File: config.mk
export PLATFORM = sky130hd
export DESIGN_NAME = sdbk_fsm
export DESIGN_NICKNAME = d
export VERILOG_FILES = /design/src/sdbk_pkg.sv /design/src/sdbk_bank_if.sv /design/src/sdbk_fsm.sv /design/src/sdbk_bank.sv
export SDC_FILE = /design/constraint.sdc
export NUM_CORES = 1
export LEC_CHECK = 0
export ABC_CLOCK_PERIOD_IN_PS = 7890
export BUFFER_PORTS_ARGS = -buffer_cell sky130_fd_sc_hd__buf_2
export CAP_MARGIN = 40
export CORE_ASPECT_RATIO = 1.4
export CORE_MARGIN = 2
export CORE_UTILIZATION = 45
export DETAILED_ROUTE_END_ITERATION = 16
export PLACE_DENSITY = 0.66
export SLEW_MARGIN = 10
export SYNTH_ARGS = -nofsm -noshare
export SYNTH_HDL_FRONTEND = slang
export SYNTH_HIERARCHICAL = 1
export SYNTH_SLANG_ARGS = --single-unit
File: constraint.sdc
create_clock -name ref_clk -period 7.89 [get_ports ref_clk]
set_input_delay 1.578 -clock ref_clk [delete_from_list [all_inputs] [get_ports ref_clk]]
set_output_delay 1.578 -clock ref_clk [all_outputs]
set_load 0.005 [all_outputs]
File: src/sdbk_pkg.sv
// sdbk_pkg: command codes, bank and global states, delays for the bank tracker
// assumes a 100 MHz ref_clk; delay figures are plain defaults in ns
`default_nettype none
package sdbk_pkg;
	// ---------------------------------------------------------------
	// clock and delays
	// ---------------------------------------------------------------
	localparam int CLK_PERIOD_NS          = 10;  // ref_clk period
	localparam int PRECHARGE_PERIOD_NS    = 20;  // precharge period, least time
	localparam int ACT_TO_ACCESS_NS       = 20;  // activate-to-access delay
	localparam int SELF_REFRESH_EXIT_NS   = 70;  // self-refresh exit delay
	localparam int REFRESH_PERIOD_NS      = 70;  // auto refresh busy time
	localparam int MODE_LOAD_NS           = 20;  // mode-load delay
	localparam int BURST_LEN_CYC          = 4;   // default burst length in cycles
	// least times round up to whole cycles
	localparam int PRECHARGE_CYC = (PRECHARGE_PERIOD_NS + CLK_PERIOD_NS - 1) / CLK_PERIOD_NS;
	localparam int ACT_CYC       = (ACT_TO_ACCESS_NS + CLK_PERIOD_NS - 1) / CLK_PERIOD_NS;
	localparam int SREX_CYC      = (SELF_REFRESH_EXIT_NS + CLK_PERIOD_NS - 1) / CLK_PERIOD_NS;
	localparam int REFRESH_CYC   = (REFRESH_PERIOD_NS + CLK_PERIOD_NS - 1) / CLK_PERIOD_NS;
	localparam int MODE_LOAD_CYC = (MODE_LOAD_NS + CLK_PERIOD_NS - 1) / CLK_PERIOD_NS;
	localparam int CNT_W         = 8;   // width of every delay counter
	localparam int NUM_BANKS     = 4;   // banks tracked
	localparam int BANK_W        = 2;   // bank select width
	localparam int AP_BIT        = 10;  // auto_precharge_select_bit position
	localparam int ADDR_W        = 11;  // address width

	// decoded commands
	typedef enum logic [3:0] {
		SDBK_INHIBIT, SDBK_NOP, SDBK_ACTIVE, SDBK_READ, SDBK_WRITE,
		SDBK_PRECHARGE, SDBK_BTERM, SDBK_REFRESH, SDBK_LMR
	} sdbk_cmd_e;

	// per-bank states
	typedef enum logic [2:0] {
		SDBK_B_IDLE, SDBK_B_ACTIVATING, SDBK_B_ROW_ACTIVE, SDBK_B_READ,
		SDBK_B_WRITE, SDBK_B_READ_AP, SDBK_B_WRITE_AP, SDBK_B_PRECHARGING
	} sdbk_bank_e;

	// global states
	typedef enum logic [2:0] {
		SDBK_G_NORMAL, SDBK_G_REFRESHING, SDBK_G_MODE_LOAD, SDBK_G_PRECH_ALL,
		SDBK_G_POWER_DOWN, SDBK_G_SELF_REFRESH, SDBK_G_SR_EXIT, SDBK_G_SUSPEND
	} sdbk_glob_e;
endpackage : sdbk_pkg
`default_nettype wire

File: src/sdbk_bank_if.sv
// sdbk_bank_if: command and state lines between the tracker and one bank
// assumes one ref_clk domain; top drives cmd lines, bank drives state
`default_nettype none
interface sdbk_bank_if;
	logic                  cmd_valid;   // executable command to this bank
	sdbk_pkg::sdbk_cmd_e   cmd;         // decoded command
	logic                  auto_pre;    // read or write with auto precharge
	logic                  stop_burst;  // burst truncated by terminate
	logic                  interrupt;   // burst overtaken by another bank
	logic                  stall;       // clock suspend freezes the bank
	sdbk_pkg::sdbk_bank_e  state;       // bank state
	modport ctrl (output cmd_valid, cmd, auto_pre, stop_burst, interrupt, stall,
		input state);
	modport bank (input cmd_valid, cmd, auto_pre, stop_burst, interrupt, stall,
		output state);
endinterface : sdbk_bank_if
`default_nettype wire

File: src/sdbk_fsm.sv
// sdbk_fsm: four-bank and global state tracking of a synchronous dram
// assumes command pins arrive from another clock domain and are synchronised
`default_nettype none
module sdbk_fsm #(
	parameter int BURST_LEN = sdbk_pkg::BURST_LEN_CYC  // burst cycles
) (
	input  wire logic                         ref_clk,       // system clock
	input  wire logic                         rst_n,         // sync reset, active low
	input  wire logic                         clk_gate,      // clock-enable pin
	input  wire logic                         chip_sel_n,    // chip select, low active
	input  wire logic                         row_strobe_n,  // row strobe, low active
	input  wire logic                         col_strobe_n,  // column strobe, low active
	input  wire logic                         wr_en_n,       // write enable, low active
	input  wire logic [sdbk_pkg::BANK_W-1:0]  bank_select,   // bank select pins
	input  wire logic [sdbk_pkg::ADDR_W-1:0]  addr,          // address pins
	output logic [4*3-1:0]                    bank_state,    // bank states, 3 bits each
	output logic [2:0]                        glob_state,    // global state
	output logic                              all_idle,      // every bank idle, normal
	output logic                              cmd_accepted,  // command executed, pulse
	output logic                              cmd_illegal    // command refused, pulse
);
	// ---------------------------------------------------------------
	// pin synchronisers
	// ---------------------------------------------------------------
	localparam int PIN_W = 5 + sdbk_pkg::BANK_W + sdbk_pkg::ADDR_W;
	logic [PIN_W-1:0] pin_s1_r, pin_s2_r;  // two-stage synchroniser
	always_ff @(posedge ref_clk) begin
		if (!rst_n) begin
			pin_s1_r <= '1;  // both stages idle high: gate high, inhibit, no false edge
			pin_s2_r <= '1;
		end else begin
			pin_s1_r <= {clk_gate, chip_sel_n, row_strobe_n, col_strobe_n, wr_en_n,
				bank_select, addr};
			pin_s2_r <= pin_s1_r;
		end
	end
	wire                          cke_now = pin_s2_r[PIN_W-1];        // gate at edge n
	wire [3:0]                    strb    = pin_s2_r[PIN_W-2 -: 4];   // cs ras cas we
	wire [sdbk_pkg::BANK_W-1:0]   bsel    = pin_s2_r[sdbk_pkg::ADDR_W +: sdbk_pkg::BANK_W];
	wire                          ap_bit  = pin_s2_r[sdbk_pkg::AP_BIT]; // auto precharge bit
	logic                         cke_prev_r;  // gate at edge n-1
	always_ff @(posedge ref_clk) begin
		if (!rst_n) cke_prev_r <= 1'b1;
		else        cke_prev_r <= cke_now;
	end

	// ---------------------------------------------------------------
	// command decode
	// ---------------------------------------------------------------
	function automatic sdbk_pkg::sdbk_cmd_e decode(input logic [3:0] s);
		if (s[3]) return sdbk_pkg::SDBK_INHIBIT;
		unique case (s[2:0])
			3'b111: return sdbk_pkg::SDBK_NOP;
			3'b011: return sdbk_pkg::SDBK_ACTIVE;
			3'b101: return sdbk_pkg::SDBK_READ;
			3'b100: return sdbk_pkg::SDBK_WRITE;
			3'b010: return sdbk_pkg::SDBK_PRECHARGE;
			3'b110: return sdbk_pkg::SDBK_BTERM;
			3'b001: return sdbk_pkg::SDBK_REFRESH;
			3'b000: return sdbk_pkg::SDBK_LMR;
		endcase
	endfunction : decode
	wire sdbk_pkg::sdbk_cmd_e cmd = decode(strb);
	wire is_nop = (cmd == sdbk_pkg::SDBK_INHIBIT) || (cmd == sdbk_pkg::SDBK_NOP);

	// ---------------------------------------------------------------
	// bank instances
	// ---------------------------------------------------------------
	sdbk_bank_if           bif [sdbk_pkg::NUM_BANKS] ();  // per-bank lines
	sdbk_pkg::sdbk_bank_e  bst [sdbk_pkg::NUM_BANKS];     // bank states
	logic [sdbk_pkg::NUM_BANKS-1:0] b_idle;              // bank idle
	sdbk_pkg::sdbk_glob_e  g_r, g_nxt;                    // global state
	logic [sdbk_pkg::CNT_W-1:0] gcnt_r, gcnt_nxt;         // global delay counter
	logic [sdbk_pkg::BANK_W-1:0] last_burst_r;            // bank of latest burst
	logic                  exec;       // executable command this edge
	logic                  legal;      // command legal for target bank state
	logic                  pre_all;    // precharge-all taken
	wire  table_ok = cke_prev_r && cke_now && g_r == sdbk_pkg::SDBK_G_NORMAL;
	wire  is_burst = (cmd == sdbk_pkg::SDBK_READ) || (cmd == sdbk_pkg::SDBK_WRITE);
	wire  suspend  = g_r == sdbk_pkg::SDBK_G_SUSPEND;
	wire sdbk_pkg::sdbk_bank_e tgt = bst[bsel];  // addressed bank state

	for (genvar i = 0; i < sdbk_pkg::NUM_BANKS; i++) begin : g_bank
		assign bst[i]    = bif[i].state;
		assign b_idle[i] = (bif[i].state == sdbk_pkg::SDBK_B_IDLE);
		// each bank's cmd_valid carries only commands addressed to it
		// terminate travels on stop_burst only, so it reaches the latest burst's bank
		assign bif[i].cmd_valid  = exec && legal && !pre_all
			&& cmd != sdbk_pkg::SDBK_BTERM && (bsel == i);
		assign bif[i].cmd        = cmd;
		assign bif[i].auto_pre   = ap_bit;
		assign bif[i].stop_burst = exec && cmd == sdbk_pkg::SDBK_BTERM
			&& last_burst_r == i;
		assign bif[i].interrupt  = exec && legal && is_burst && bsel != i;
		assign bif[i].stall      = suspend;
		sdbk_bank #(.BURST_LEN(BURST_LEN)) u_bank (
			.ref_clk (ref_clk),
			.rst_n   (rst_n),
			.pre_all (pre_all),
			.bif     (bif[i])
		);
	end

	// ---------------------------------------------------------------
	// legality of the command for the addressed bank
	// ---------------------------------------------------------------
	wire all_b_idle = &b_idle;
	wire tgt_burst  = tgt == sdbk_pkg::SDBK_B_READ || tgt == sdbk_pkg::SDBK_B_WRITE;
	always_comb begin
		legal = 1'b0;
		unique case (cmd)
			sdbk_pkg::SDBK_ACTIVE:    legal = tgt == sdbk_pkg::SDBK_B_IDLE;
			sdbk_pkg::SDBK_READ, sdbk_pkg::SDBK_WRITE:
				legal = tgt == sdbk_pkg::SDBK_B_ROW_ACTIVE || tgt_burst;
			sdbk_pkg::SDBK_PRECHARGE:
				legal = ap_bit || tgt == sdbk_pkg::SDBK_B_IDLE
					|| tgt == sdbk_pkg::SDBK_B_ROW_ACTIVE || tgt_burst;
			sdbk_pkg::SDBK_BTERM:     legal = bst[last_burst_r] == sdbk_pkg::SDBK_B_READ
				|| bst[last_burst_r] == sdbk_pkg::SDBK_B_WRITE;
			sdbk_pkg::SDBK_REFRESH, sdbk_pkg::SDBK_LMR: legal = all_b_idle;
			default:                  legal = 1'b0;
		endcase
	end
	assign exec    = table_ok && !is_nop;
	assign pre_all = exec && legal && cmd == sdbk_pkg::SDBK_PRECHARGE && ap_bit;

	// ---------------------------------------------------------------
	// global state
	// ---------------------------------------------------------------
	wire gdone = (gcnt_r == '0);  // global delay elapsed
	always_comb begin
		g_nxt    = g_r;
		gcnt_nxt = (gcnt_r != '0) ? gcnt_r - 1'b1 : gcnt_r;
		unique case (g_r)
			sdbk_pkg::SDBK_G_NORMAL: begin
				if (cke_prev_r && !cke_now) begin
					if (all_b_idle && cmd == sdbk_pkg::SDBK_REFRESH)
						g_nxt = sdbk_pkg::SDBK_G_SELF_REFRESH;
					else if (all_b_idle && is_nop)
						g_nxt = sdbk_pkg::SDBK_G_POWER_DOWN;
					else if (!all_b_idle)
						g_nxt = sdbk_pkg::SDBK_G_SUSPEND;
				end else if (exec && legal && cmd == sdbk_pkg::SDBK_REFRESH) begin
					g_nxt    = sdbk_pkg::SDBK_G_REFRESHING;
					gcnt_nxt = sdbk_pkg::CNT_W'(sdbk_pkg::REFRESH_CYC - 1);
				end else if (exec && legal && cmd == sdbk_pkg::SDBK_LMR) begin
					g_nxt    = sdbk_pkg::SDBK_G_MODE_LOAD;
					gcnt_nxt = sdbk_pkg::CNT_W'(sdbk_pkg::MODE_LOAD_CYC - 1);
				end else if (pre_all) begin
					g_nxt    = sdbk_pkg::SDBK_G_PRECH_ALL;
					gcnt_nxt = sdbk_pkg::CNT_W'(sdbk_pkg::PRECHARGE_CYC - 1);
				end
			end
			sdbk_pkg::SDBK_G_REFRESHING, sdbk_pkg::SDBK_G_MODE_LOAD,
			sdbk_pkg::SDBK_G_PRECH_ALL:
				if (gdone) g_nxt = sdbk_pkg::SDBK_G_NORMAL;
			sdbk_pkg::SDBK_G_POWER_DOWN:
				if (cke_now) g_nxt = sdbk_pkg::SDBK_G_NORMAL;
			sdbk_pkg::SDBK_G_SELF_REFRESH:
				if (cke_now) begin
					g_nxt    = sdbk_pkg::SDBK_G_SR_EXIT;
					gcnt_nxt = sdbk_pkg::CNT_W'(sdbk_pkg::SREX_CYC - 1);
				end
			sdbk_pkg::SDBK_G_SR_EXIT:
				if (gdone) g_nxt = sdbk_pkg::SDBK_G_NORMAL;
			sdbk_pkg::SDBK_G_SUSPEND:
				if (cke_now) g_nxt = sdbk_pkg::SDBK_G_NORMAL;
		endcase
	end

	// state and output registers
	always_ff @(posedge ref_clk) begin
		if (!rst_n) begin
			g_r          <= sdbk_pkg::SDBK_G_NORMAL;
			gcnt_r       <= '0;
			last_burst_r <= '0;
			cmd_accepted <= 1'b0;
			cmd_illegal  <= 1'b0;
		end else begin
			g_r          <= g_nxt;
			gcnt_r       <= gcnt_nxt;
			if (exec && legal && is_burst) last_burst_r <= bsel;
			cmd_accepted <= exec && legal;
			cmd_illegal  <= exec && !legal;
		end
	end

	// published state
	always_ff @(posedge ref_clk) begin
		if (!rst_n) begin
			bank_state <= '0;
			glob_state <= '0;
			all_idle   <= 1'b1;
		end else begin
			for (int i = 0; i < sdbk_pkg::NUM_BANKS; i++) bank_state[i*3 +: 3] <= bst[i];
			glob_state <= g_r;
			all_idle   <= all_b_idle && g_r == sdbk_pkg::SDBK_G_NORMAL;
		end
	end

	// ---------------------------------------------------------------
	// checks
	// ---------------------------------------------------------------
	pd_exit_a: assert property (@(posedge ref_clk) disable iff (!rst_n)
		(g_r == sdbk_pkg::SDBK_G_POWER_DOWN && cke_now) |=> g_r == sdbk_pkg::SDBK_G_NORMAL)
		else $error("power-down exit late");
	sr_exit_a: assert property (@(posedge ref_clk) disable iff (!rst_n)
		(g_r == sdbk_pkg::SDBK_G_SELF_REFRESH && cke_now) |=>
		g_r == sdbk_pkg::SDBK_G_SR_EXIT [*7] ##1 g_r == sdbk_pkg::SDBK_G_NORMAL)
		else $error("self refresh exit delay wrong");
	susp_exit_a: assert property (@(posedge ref_clk) disable iff (!rst_n)
		(suspend && cke_now) |=> !suspend)
		else $error("clock suspend exit late");
	gate_only_a: assert property (@(posedge ref_clk) disable iff (!rst_n)
		cmd_accepted |-> $past(table_ok))
		else $error("command taken with gate low");
	nop_quiet_a: assert property (@(posedge ref_clk) disable iff (!rst_n)
		is_nop |=> !cmd_accepted && !cmd_illegal)
		else $error("nop treated as command");
	mode_load_a: assert property (@(posedge ref_clk) disable iff (!rst_n)
		$rose(g_r == sdbk_pkg::SDBK_G_MODE_LOAD) |->
		g_r == sdbk_pkg::SDBK_G_MODE_LOAD [*2] ##1 g_r == sdbk_pkg::SDBK_G_NORMAL)
		else $error("mode load delay wrong");
	refr_idle_a: assert property (@(posedge ref_clk) disable iff (!rst_n)
		(exec && cmd == sdbk_pkg::SDBK_REFRESH && !all_b_idle) |=> cmd_illegal)
		else $error("refresh accepted with open bank");
	pre_all_a: assert property (@(posedge ref_clk) disable iff (!rst_n)
		pre_all |=> g_r == sdbk_pkg::SDBK_G_PRECH_ALL)
		else $error("precharge all not taken");
	cv_refresh: cover property (@(posedge ref_clk) g_r == sdbk_pkg::SDBK_G_REFRESHING);
	cv_selfref: cover property (@(posedge ref_clk) g_r == sdbk_pkg::SDBK_G_SR_EXIT);
	cv_burst:   cover property (@(posedge ref_clk) bst[0] == sdbk_pkg::SDBK_B_READ_AP);
endmodule : sdbk_fsm
`default_nettype wire

File: src/sdbk_bank.sv
// sdbk_bank: one bank's state register and delay counter
// assumes commands reach it already checked for legality by the top
`default_nettype none
module sdbk_bank #(
	parameter int BURST_LEN = sdbk_pkg::BURST_LEN_CYC  // burst cycles
) (
	input  wire logic       ref_clk,  // system clock
	input  wire logic       rst_n,    // sync reset, active low
	input  wire logic       pre_all,  // precharge-all hits this bank
	sdbk_bank_if.bank       bif       // command and state lines
);
	// ---------------------------------------------------------------
	// state and counter
	// ---------------------------------------------------------------
	sdbk_pkg::sdbk_bank_e   state_r, state_nxt;  // bank state
	logic [sdbk_pkg::CNT_W-1:0] cnt_r, cnt_nxt;  // delay counter
	wire                    cnt_done = (cnt_r == '0);  // delay elapsed

	assign bif.state = state_r;

	// next state
	always_comb begin
		state_nxt = state_r;
		cnt_nxt   = (cnt_r != '0) ? cnt_r - 1'b1 : cnt_r;
		if (bif.stall) begin
			cnt_nxt = cnt_r;  // suspended operation resumes later
		end else if (pre_all && state_r != sdbk_pkg::SDBK_B_IDLE) begin
			state_nxt = sdbk_pkg::SDBK_B_PRECHARGING;
			cnt_nxt   = sdbk_pkg::CNT_W'(sdbk_pkg::PRECHARGE_CYC - 1);
		end else if (bif.cmd_valid) begin
			unique case (bif.cmd)
				sdbk_pkg::SDBK_ACTIVE: begin
					state_nxt = sdbk_pkg::SDBK_B_ACTIVATING;
					cnt_nxt   = sdbk_pkg::CNT_W'(sdbk_pkg::ACT_CYC - 1);
				end
				sdbk_pkg::SDBK_READ, sdbk_pkg::SDBK_WRITE: begin
					if (bif.auto_pre)
						state_nxt = (bif.cmd == sdbk_pkg::SDBK_READ) ?
							sdbk_pkg::SDBK_B_READ_AP : sdbk_pkg::SDBK_B_WRITE_AP;
					else
						state_nxt = (bif.cmd == sdbk_pkg::SDBK_READ) ?
							sdbk_pkg::SDBK_B_READ : sdbk_pkg::SDBK_B_WRITE;
					cnt_nxt = sdbk_pkg::CNT_W'(BURST_LEN - 1);
				end
				sdbk_pkg::SDBK_PRECHARGE: begin
					if (state_r != sdbk_pkg::SDBK_B_IDLE) begin
						state_nxt = sdbk_pkg::SDBK_B_PRECHARGING;
						cnt_nxt   = sdbk_pkg::CNT_W'(sdbk_pkg::PRECHARGE_CYC - 1);
					end
				end
				default: ;
			endcase
		end else if (bif.stop_burst) begin
			if (state_r == sdbk_pkg::SDBK_B_READ || state_r == sdbk_pkg::SDBK_B_WRITE)
				state_nxt = sdbk_pkg::SDBK_B_ROW_ACTIVE;
		end else if (bif.interrupt && (state_r == sdbk_pkg::SDBK_B_READ_AP ||
				state_r == sdbk_pkg::SDBK_B_WRITE_AP)) begin
			state_nxt = sdbk_pkg::SDBK_B_PRECHARGING;
			cnt_nxt   = sdbk_pkg::CNT_W'(sdbk_pkg::PRECHARGE_CYC - 1);
		end else if (bif.interrupt && (state_r == sdbk_pkg::SDBK_B_READ ||
				state_r == sdbk_pkg::SDBK_B_WRITE)) begin
			state_nxt = sdbk_pkg::SDBK_B_ROW_ACTIVE;  // burst overtaken
		end else if (cnt_done) begin
			unique case (state_r)
				sdbk_pkg::SDBK_B_ACTIVATING: state_nxt = sdbk_pkg::SDBK_B_ROW_ACTIVE;
				sdbk_pkg::SDBK_B_READ, sdbk_pkg::SDBK_B_WRITE:
					state_nxt = sdbk_pkg::SDBK_B_ROW_ACTIVE;
				sdbk_pkg::SDBK_B_READ_AP, sdbk_pkg::SDBK_B_WRITE_AP: begin
					state_nxt = sdbk_pkg::SDBK_B_PRECHARGING;
					cnt_nxt   = sdbk_pkg::CNT_W'(sdbk_pkg::PRECHARGE_CYC - 1);
				end
				sdbk_pkg::SDBK_B_PRECHARGING: state_nxt = sdbk_pkg::SDBK_B_IDLE;
				default: ;
			endcase
		end
	end

	// state register
	always_ff @(posedge ref_clk) begin
		if (!rst_n) begin
			state_r <= sdbk_pkg::SDBK_B_IDLE;
			cnt_r   <= '0;
		end else begin
			state_r <= state_nxt;
			cnt_r   <= cnt_nxt;
		end
	end

	// ---------------------------------------------------------------
	// checks
	// ---------------------------------------------------------------
	act_to_row_a: assert property (@(posedge ref_clk) disable iff (!rst_n)
		(bif.cmd_valid && bif.cmd == sdbk_pkg::SDBK_ACTIVE && !bif.stall && !pre_all)
		|=> state_r == sdbk_pkg::SDBK_B_ACTIVATING)
		else $error("active did not start activation");
	prech_idle_a: assert property (@(posedge ref_clk) disable iff (!rst_n)
		$rose(state_r == sdbk_pkg::SDBK_B_IDLE) |->
		$past(state_r) == sdbk_pkg::SDBK_B_PRECHARGING)
		else $error("bank became idle without precharging");
endmodule : sdbk_bank
`default_nettype wire

==> flow_summary_export.csv, run 1 <==
group,metric,value,unit
finish,area_delta_synth_final,8.861,%
finish,finalInstanceArea,6502,um2
drt,remaining_drc_errors,0,
finish,layout_commonest_cell,"dfxtp_1",
synth,postSynthAreaPerCell,8.342,um2
worst_setup_path,path_cells,"or3_1 -> nor4_1 -> o211ai_1 -> nor3_1 -> nand2b_1 -> o31ai_1 -> o31ai_4 -> a31oi_1 -> mux2i_1",
finish,final_cell_mix,"93 x dfxtp_1, 74 x nand2_1, 63 x nor2_1, 41 x a21oi_1, 30 x nand2b_1",
sta,period_minus_slack,4.402,ns
die,io_pins,38,
sta,setup_violations,0,
die,die_height,140.3,um
worst_setup_path,reg2reg_slack,3.49,ns
sta,tns,0,ns
clock_tree,cts_made_buffers,9,
synth,ys_ff_latch,93,
drt,drtIter0Drc,317,
drt,first_pass_iters,5,
clock_tree,post-cts-setup-buffers,0,
worst_setup_path,worstSetupPathType,"reg2reg",
sta,rsz0062_at_grt,"no",
synth,yosysWarnings,6,
placement,place_area,6170,um2
worst_setup_path,slowest_delay,0.82,ns
synth,synth_edf_count,0,
synth,synth_area_leader_cell,"dfxtp_1",
power_and_ir_drop,ir_worst_vdd,0.0001178,V
synth,ys_async_sr_fraction,0,%
worst_setup_path,startpoint_type,"flip-flop",
drt,vias,5462,
finish,nNetsFinal,753,
flow_run,drv_cap,0,
die,initial_core_util,46.17,%
die,rows,49,
grt,grt_pass1_wl,23600,um
grt,grt.total_usage,20.12,%
synth,synth_area_leaders,"dfxtp_1 31%, nand2_1 4.7%, nor2_1 4.0%",
power_and_ir_drop,power_density,293.2,nW/um2
grt,grt_pass1_vias,5137,
synth,ys_seq_area_share,31.17,%
grt,grt.overflow.total,0,
worst_setup_path,cp_max_fo,12,
clock_tree,clock_sinks,93,
grt,grt_max_degree,80,
grt,use_met1,23.70,%
sta,maxSlewViolCount,0,
sta,finalCritPeriodShare,55.79,%
drt,via_per_inst,6.009,
worst_setup_path,critical_path.startpoint,"g_r[0]",
synth,syn-num-nets,743,
synth,syn_inst,716,
finish,layout-drive-gt1-share,13.27,%
worst_setup_path,cp.required,8.17,ns
die,die-area,14220,um2
sta,tightest_slew,0.9295,ns
clock_tree,clock_latency,0.35,ns
sta,fmax,0.2272,GHz
sta,hold_viol,0,
placement,io_buffers,27,
finish,fillCellCount,1218,
synth,yosysTopAreaCellShare,31.17,%
synth,synthesis.area,5973,um2
worst_setup_path,r2r_cells,9,
worst_setup_path,crit_path_end,"g_bank[2].u_bank/bif.state[1]",
outcome,status,"finished clean",
finish,final_util,50.27,%
placement,gp_congestion,0.9098,
drt,ant_nets,0,
placement,place_hpwl,9844,um
worst_setup_path,reg2reg_to,"g_bank[2].u_bank/bif.state[1]",
worst_setup_path,cp_slowest_cell,"nor4_1",
worst_setup_path,crit_path_end_kind,"flip-flop",
finish,n_antenna_cell,0,
clock_tree,ctsResizeCount,0,
worst_setup_path,crit_arrival,4.68,ns
clock_tree,cts_root_buffer,"clkbuf_16",
die,coreArea,12940,um2
clock_tree,cts_tree,"yes",
hold_path,hp-class,"reg2reg",
grt,antenna_found_initial,0,
clock_tree,h-tree-depth,3,
synth,ys_types,93,
grt,grt_most_used_layer,"met2",
hold_path,worstHoldPathCells,1,
drt,wl,14200,um
clock_tree,cts_hold_buf,0,
sta,skew,0.008268,ns
grt,use_met3,3.144,%
die,die_x,101.4,um
synth,synth_top_flop_cell,"dfxtp_1",
grt,grt_use_met2,35.45,%
sta,slew_headroom,37.46,%
worst_setup_path,r2r-start,"g_r[0]",
clock_tree,path_clk_slew,0.07,ns
power_and_ir_drop,total_power,0.001907,W
clock_tree,clk_path_buf_depth,2,
power_and_ir_drop,power.leakage,2.416,nW
drt,wire_per_inst,15.62,um
per-stage QoR:
| stage | hold WS (ns) | setup slack [ns] | std cells |
|---|---|---|---|
| 2_1_floorplan | 0.3863 | 4.447 | 716 |
| 4_1_cts | 0.4076 | 3.544 | 909 |
| 3_3_place_gp | 0.3903 | 3.692 | 893 |
| 3_5_place_dp | 0.3917 | 3.591 | 893 |
| 5_1_grt | 0.4466 | 3.234 | 909 |
| 6_report | 0.4069 | 3.488 | 909 |
synth_stat cells, types with 7 or more instances:
library cell / instances
nand2b_1: 30
a31oi_1: 19
nand3b_1: 8
or3_1: 8
nor2_1: 63
nand3_1: 15
nand2_1: 74
nand4_1: 10
o211ai_1: 12
xnor2_1: 16
a21oi_1: 41
inv_1: 22
nor3_1: 27
ha_1: 7
clkbuf_1: 18
buf_6: 9
and2_1: 18
nor4_1: 13
a211oi_1: 7
o21ai_0: 21
o21ai_1: 8
nand4b_1: 7
dfxtp_1: 93
nor2b_1: 13
mux2i_1: 11
sequential cells by signal (all words and copies together) (netlist names), named ones only:
register and flops:
g_r 3, pin_s2_r 5, cmd_accepted 1, g_bank.u_bank/cnt_r 32
gcnt_r 8, pin_s1_r 8, cke_prev_r 1, g_bank.u_bank/bif.state 12
glob_state 3, cmd_illegal 1, last_burst_r 2, bank_state 12
all_idle 1
worst max-delay path, delay by kind of cell, from the launching register on:
kind	cells	cell delay, ns
simple gates	4	2.37
flops	1	0.39
mux	1	0.22
compound gates	4	1.34
logic make-up (layout without fill, tap and decap cells):
kind of cell             count (synthesis)  count (layout)  synth area share (%)
AND/OR/NAND/NOR                        329             329                 30.35
AO/OA/AOI/OAI                          189             189                 24.47
flip-flops                              93              93                 31.17
buffers and inverters                   58              73                 5.027
XOR/XNOR                                22              22                 3.226
multiplexers                            18              18                 4.294
adder cells (fa/ha/maj)                  7               7                 1.466
area by class of cell:
type                       instances  area (um2)  area share [%]
multi-input combinational        565        3811           58.61
sequential                        93        1862           28.63
clock buffer                      10       239.0           3.675
tap                              178       222.7           3.425
timing repair buffer              34       187.7           2.886
clock inverter                     6       93.84           1.443
inverter                          23       86.33           1.328
report_power, final:
part           total [W]  switching [W]  internal (W)  leakage [nW]
clock network   0.000476       0.000187      0.000289         0.160
logic           0.000752       0.000421      0.000331          1.49
registers       0.000679       0.000111      0.000568         0.763
total            0.00191       0.000719       0.00119          2.42
routing by layer:
layer	routed length [um]	share of wire, %
met5	0	0
met4	311	2.2
met3	533	3.8
met2	7329	52
met1	6028	42
worst min-delay path by stage:
stage	start	to	slack [ns]
floorplan	pin_s1_r[10]	pin_s2_r[10]	0.39
global placement	pin_s1_r[17]	pin_s2_r[17]	0.39
detailed placement	pin_s1_r[10]	pin_s2_r[10]	0.39
CTS	pin_s1_r[10]	pin_s2_r[10]	0.41
global route	pin_s1_r[10]	pin_s2_r[10]	0.45
finish	pin_s1_r[10]	pin_s2_r[10]	0.41
Note: power is estimated with default switching activity, not from simulation.
==> inputs of run 2 (changes only) <==
--- a/config.mk
+++ b/config.mk
@@ -5,14 +5,14 @@
 export SDC_FILE = /design/constraint.sdc
 export NUM_CORES = 1
 export LEC_CHECK = 0
-export ABC_CLOCK_PERIOD_IN_PS = 7890
+export ABC_CLOCK_PERIOD_IN_PS = 3970
 export BUFFER_PORTS_ARGS = -buffer_cell sky130_fd_sc_hd__buf_2
 export CAP_MARGIN = 40
 export CORE_ASPECT_RATIO = 1.4
 export CORE_MARGIN = 2
 export CORE_UTILIZATION = 45
 export DETAILED_ROUTE_END_ITERATION = 16
-export PLACE_DENSITY = 0.66
+export PLACE_DENSITY = 0.68
 export SLEW_MARGIN = 10
 export SYNTH_ARGS = -nofsm -noshare
 export SYNTH_HDL_FRONTEND = slang
==> constraint.sdc (replaced) <==
create_clock -name ref_clk -period 3.97 [get_ports ref_clk]
set_input_delay 0.794 -clock ref_clk [delete_from_list [all_inputs] [get_ports ref_clk]]
set_output_delay 0.794 -clock ref_clk [all_outputs]
set_load 0.005 [all_outputs]
==> run 2 against run 1 <==
  * Via count is 1.2% higher
  * Register-to-register slack worse by 3.2 ns
  * Sequential power is 99% higher
  * Global-route usage is 0.15 points higher
  * Non-clock buffer count is 23 higher
  * Worst hold slack better by 0.0051 ns
  * Clock-buffer cell count is 1 lower
  * Critical path type unchanged
==> flow_summary_export.csv, run 2 (same netlist as run 1, synthesis figures left out) <==
group,metric,value,unit
outcome,status,"finished clean",
drt,ant_nets,0,
worst_setup_path,reg2reg_to,"g_bank[3].u_bank/bif.state[2]",
worst_setup_path,cp_max_fo,10,
worst_setup_path,worstSetupPathType,"reg2reg",
drt,drtIter0Drc,313,
sta,finalCritPeriodShare,92.21,%
grt,grt_pass1_vias,5226,
finish,nNetsFinal,776,
grt,grt_max_degree,32,
sta,fmax,0.2732,GHz
drt,wire_per_inst,15.19,um
power_and_ir_drop,ir_worst_vdd,0.0003033,V
die,io_pins,38,
worst_setup_path,startpoint_type,"flip-flop",
clock_tree,cts_root_buffer,"clkbuf_16",
sta,setup_violations,0,
grt,antenna_found_initial,0,
worst_setup_path,cp.required,4.23,ns
die,die_x,101.4,um
placement,io_buffers,27,
power_and_ir_drop,pwr-share-clk,24.7,%
grt,grt.overflow.total,0,
sta,rsz0062_at_grt,"no",
power_and_ir_drop,power_density,562.9,nW/um2
finish,area_delta_synth_final,11.86,%
drt,first_pass_iters,5,
worst_setup_path,crit_arrival,3.92,ns
clock_tree,clk_path_buf_depth,2,
worst_setup_path,r2r-start,"g_bank[3].u_bank/bif.state[1]",
worst_setup_path,r2r_cells,11,
power_and_ir_drop,p_int,0.002343,W
flow_run,drv_cap,0,
hold_path,hold_end,"pin_s2_r[11]",
sta,skew,0.009368,ns
finish,layout_commonest_cell,"dfxtp_1",
finish,fillCellCount,1206,
drt,via_per_inst,5.933,
hold_path,min-delay-start,"pin_s1_r[11]",
worst_setup_path,crit_path_end_kind,"flip-flop",
sta,hold_ws,0.4120,ns
power_and_ir_drop,combPwrFrac,39.5,%
placement,place_hpwl,10460,um
placement,dp.cells,916,
finish,largest_reg_flops,32,
sta,hold_viol,0,
power_and_ir_drop,seq_power_share,35.8,%
clock_tree,cts_hold_buf,0,
clock_tree,clock_latency,0.34,ns
hold_path,hp-class,"reg2reg",
power_and_ir_drop,p_sw_share,37.72,%
power_and_ir_drop,power.leakage,2.543,nW
sta,slew_headroom,51.93,%
die,die-area,14220,um2
drt,vias,5530,
clock_tree,path_clk_slew,0.07,ns
clock_tree,cts_tree,"yes",
clock_tree,h-tree-depth,3,
sta,tns,0,ns
finish,fin_cells,932,
placement,gp_congestion,0.9397,
sta,maxSlewViolCount,0,
grt,grt_pass1_wl,24010,um
power_and_ir_drop,p_sw,0.001419,W
finish,final_cell_mix,"93 x dfxtp_1, 74 x nand2_1, 63 x nor2_1, 41 x a21oi_1, 30 x nand2b_1",
clock_tree,clock_sinks,93,
die,die_height,140.3,um
hold_path,worstHoldPathCells,1,
sta,period_minus_slack,3.661,ns
finish,layout-drive-gt1-share,15.92,%
sta,tightest_slew,0.7155,ns
drt,wl,14160,um
die,rows,49,
clock_tree,cts_made_buffers,9,
finish,largest_register,"g_bank.u_bank/cnt_r",
die,initial_core_util,46.17,%
grt,grt.total_usage,20.27,%
finish,n_antenna_cell,0,
drt,remaining_drc_errors,0,
worst_setup_path,reg2reg_slack,0.31,ns
die,coreArea,12940,um2
power_and_ir_drop,total_power,0.003761,W
run 2: changes by cell type in the layout (fill, tap and decap cells not counted), sizes merged:
| cell | previous run | this run |
|---|---|---|
| buf | 34 | 57 |
| clkinvlp | 1 | 0 |
| clkbuf | 10 | 9 |
| clkinv | 1 | 3 |
run 2: power by group through the flow:
| stage | clock, W | combinational [W] | sequential (W) |
|---|---|---|---|
| 2_1_floorplan | 0 | 0.00128 | 0.00129 |
| 3_3_place_gp | 0 | 0.00141 | 0.00135 |
| 4_1_cts | 0.000948 | 0.00148 | 0.00134 |
| 3_5_place_dp | 0 | 0.00147 | 0.00136 |
| 5_1_grt | 0.000991 | 0.00169 | 0.00138 |
| 6_report | 0.000930 | 0.00149 | 0.00135 |
run 2: layout make-up:
class	instances	area [um2]	area share, %
Multi-Input combinational cell	565	3821	57.19
Sequential cell	93	1862	27.87
Timing Repair Buffer	57	367.9	5.506
Clock buffer	9	225.2	3.371
Tap cell	178	222.7	3.333
Clock inverter	7	96.34	1.442
Inverter	23	86.33	1.292
run 2: metrics by stage:
stage | setup WS, ns | util, % | cell area [um2]
final | 0.3093 | 51.65 | 6681
after floorplan | 0.5275 | - | 5973
after detailed placement | 0.2630 | 49.09 | 6350
after global placement | 0.3383 | 48.97 | 6335
after global routing | 0.009504 | 51.65 | 6681
after CTS | 0.2133 | 51.57 | 6671
run 2: worst max path at each step:
stage / start / end / slack [ns]
2_1_floorplan: last_burst_r[0] / g_bank[2].u_bank/cnt_r[5] / 0.53
3_3_place_gp: g_bank[3].u_bank/bif.state[1] / g_bank[3].u_bank/bif.state[0] / 0.34
3_5_place_dp: g_bank[3].u_bank/bif.state[1] / g_bank[3].u_bank/bif.state[2] / 0.26
4_1_cts: g_bank[3].u_bank/bif.state[1] / g_bank[3].u_bank/bif.state[2] / 0.21
5_1_grt: last_burst_r[0] / g_bank[2].u_bank/bif.state[1] / 0.01
6_report: g_bank[3].u_bank/bif.state[1] / g_bank[3].u_bank/bif.state[2] / 0.31
run 2: repair_timing:
action,4_1_cts,5_1_grt
gates resized for setup,0,1
setup buffers,0,0
endpoints found under the setup margin,0,7
run 2: critical path: stages (launching register included):
cell and delay, ns:
dfxtp_1 0.43, nor4_1 0.43, nand3_1 0.35, o311ai_4 0.46, o211ai_1 0.26, nor3_1 0.21, buf_4 0.19, nand2b_1 0.09
o21ai_0 0.50, a22oi_4 0.19, a31oi_4 0.24, mux2i_1 0.23
run 2: routing by layer:
layer / GRT usage, % / wire length, um
met4: 8.037 / 364
met2: 35.52 / 7270
met3: 3.293 / 579
met1: 24.30 / 5940
met5: 0 / 0
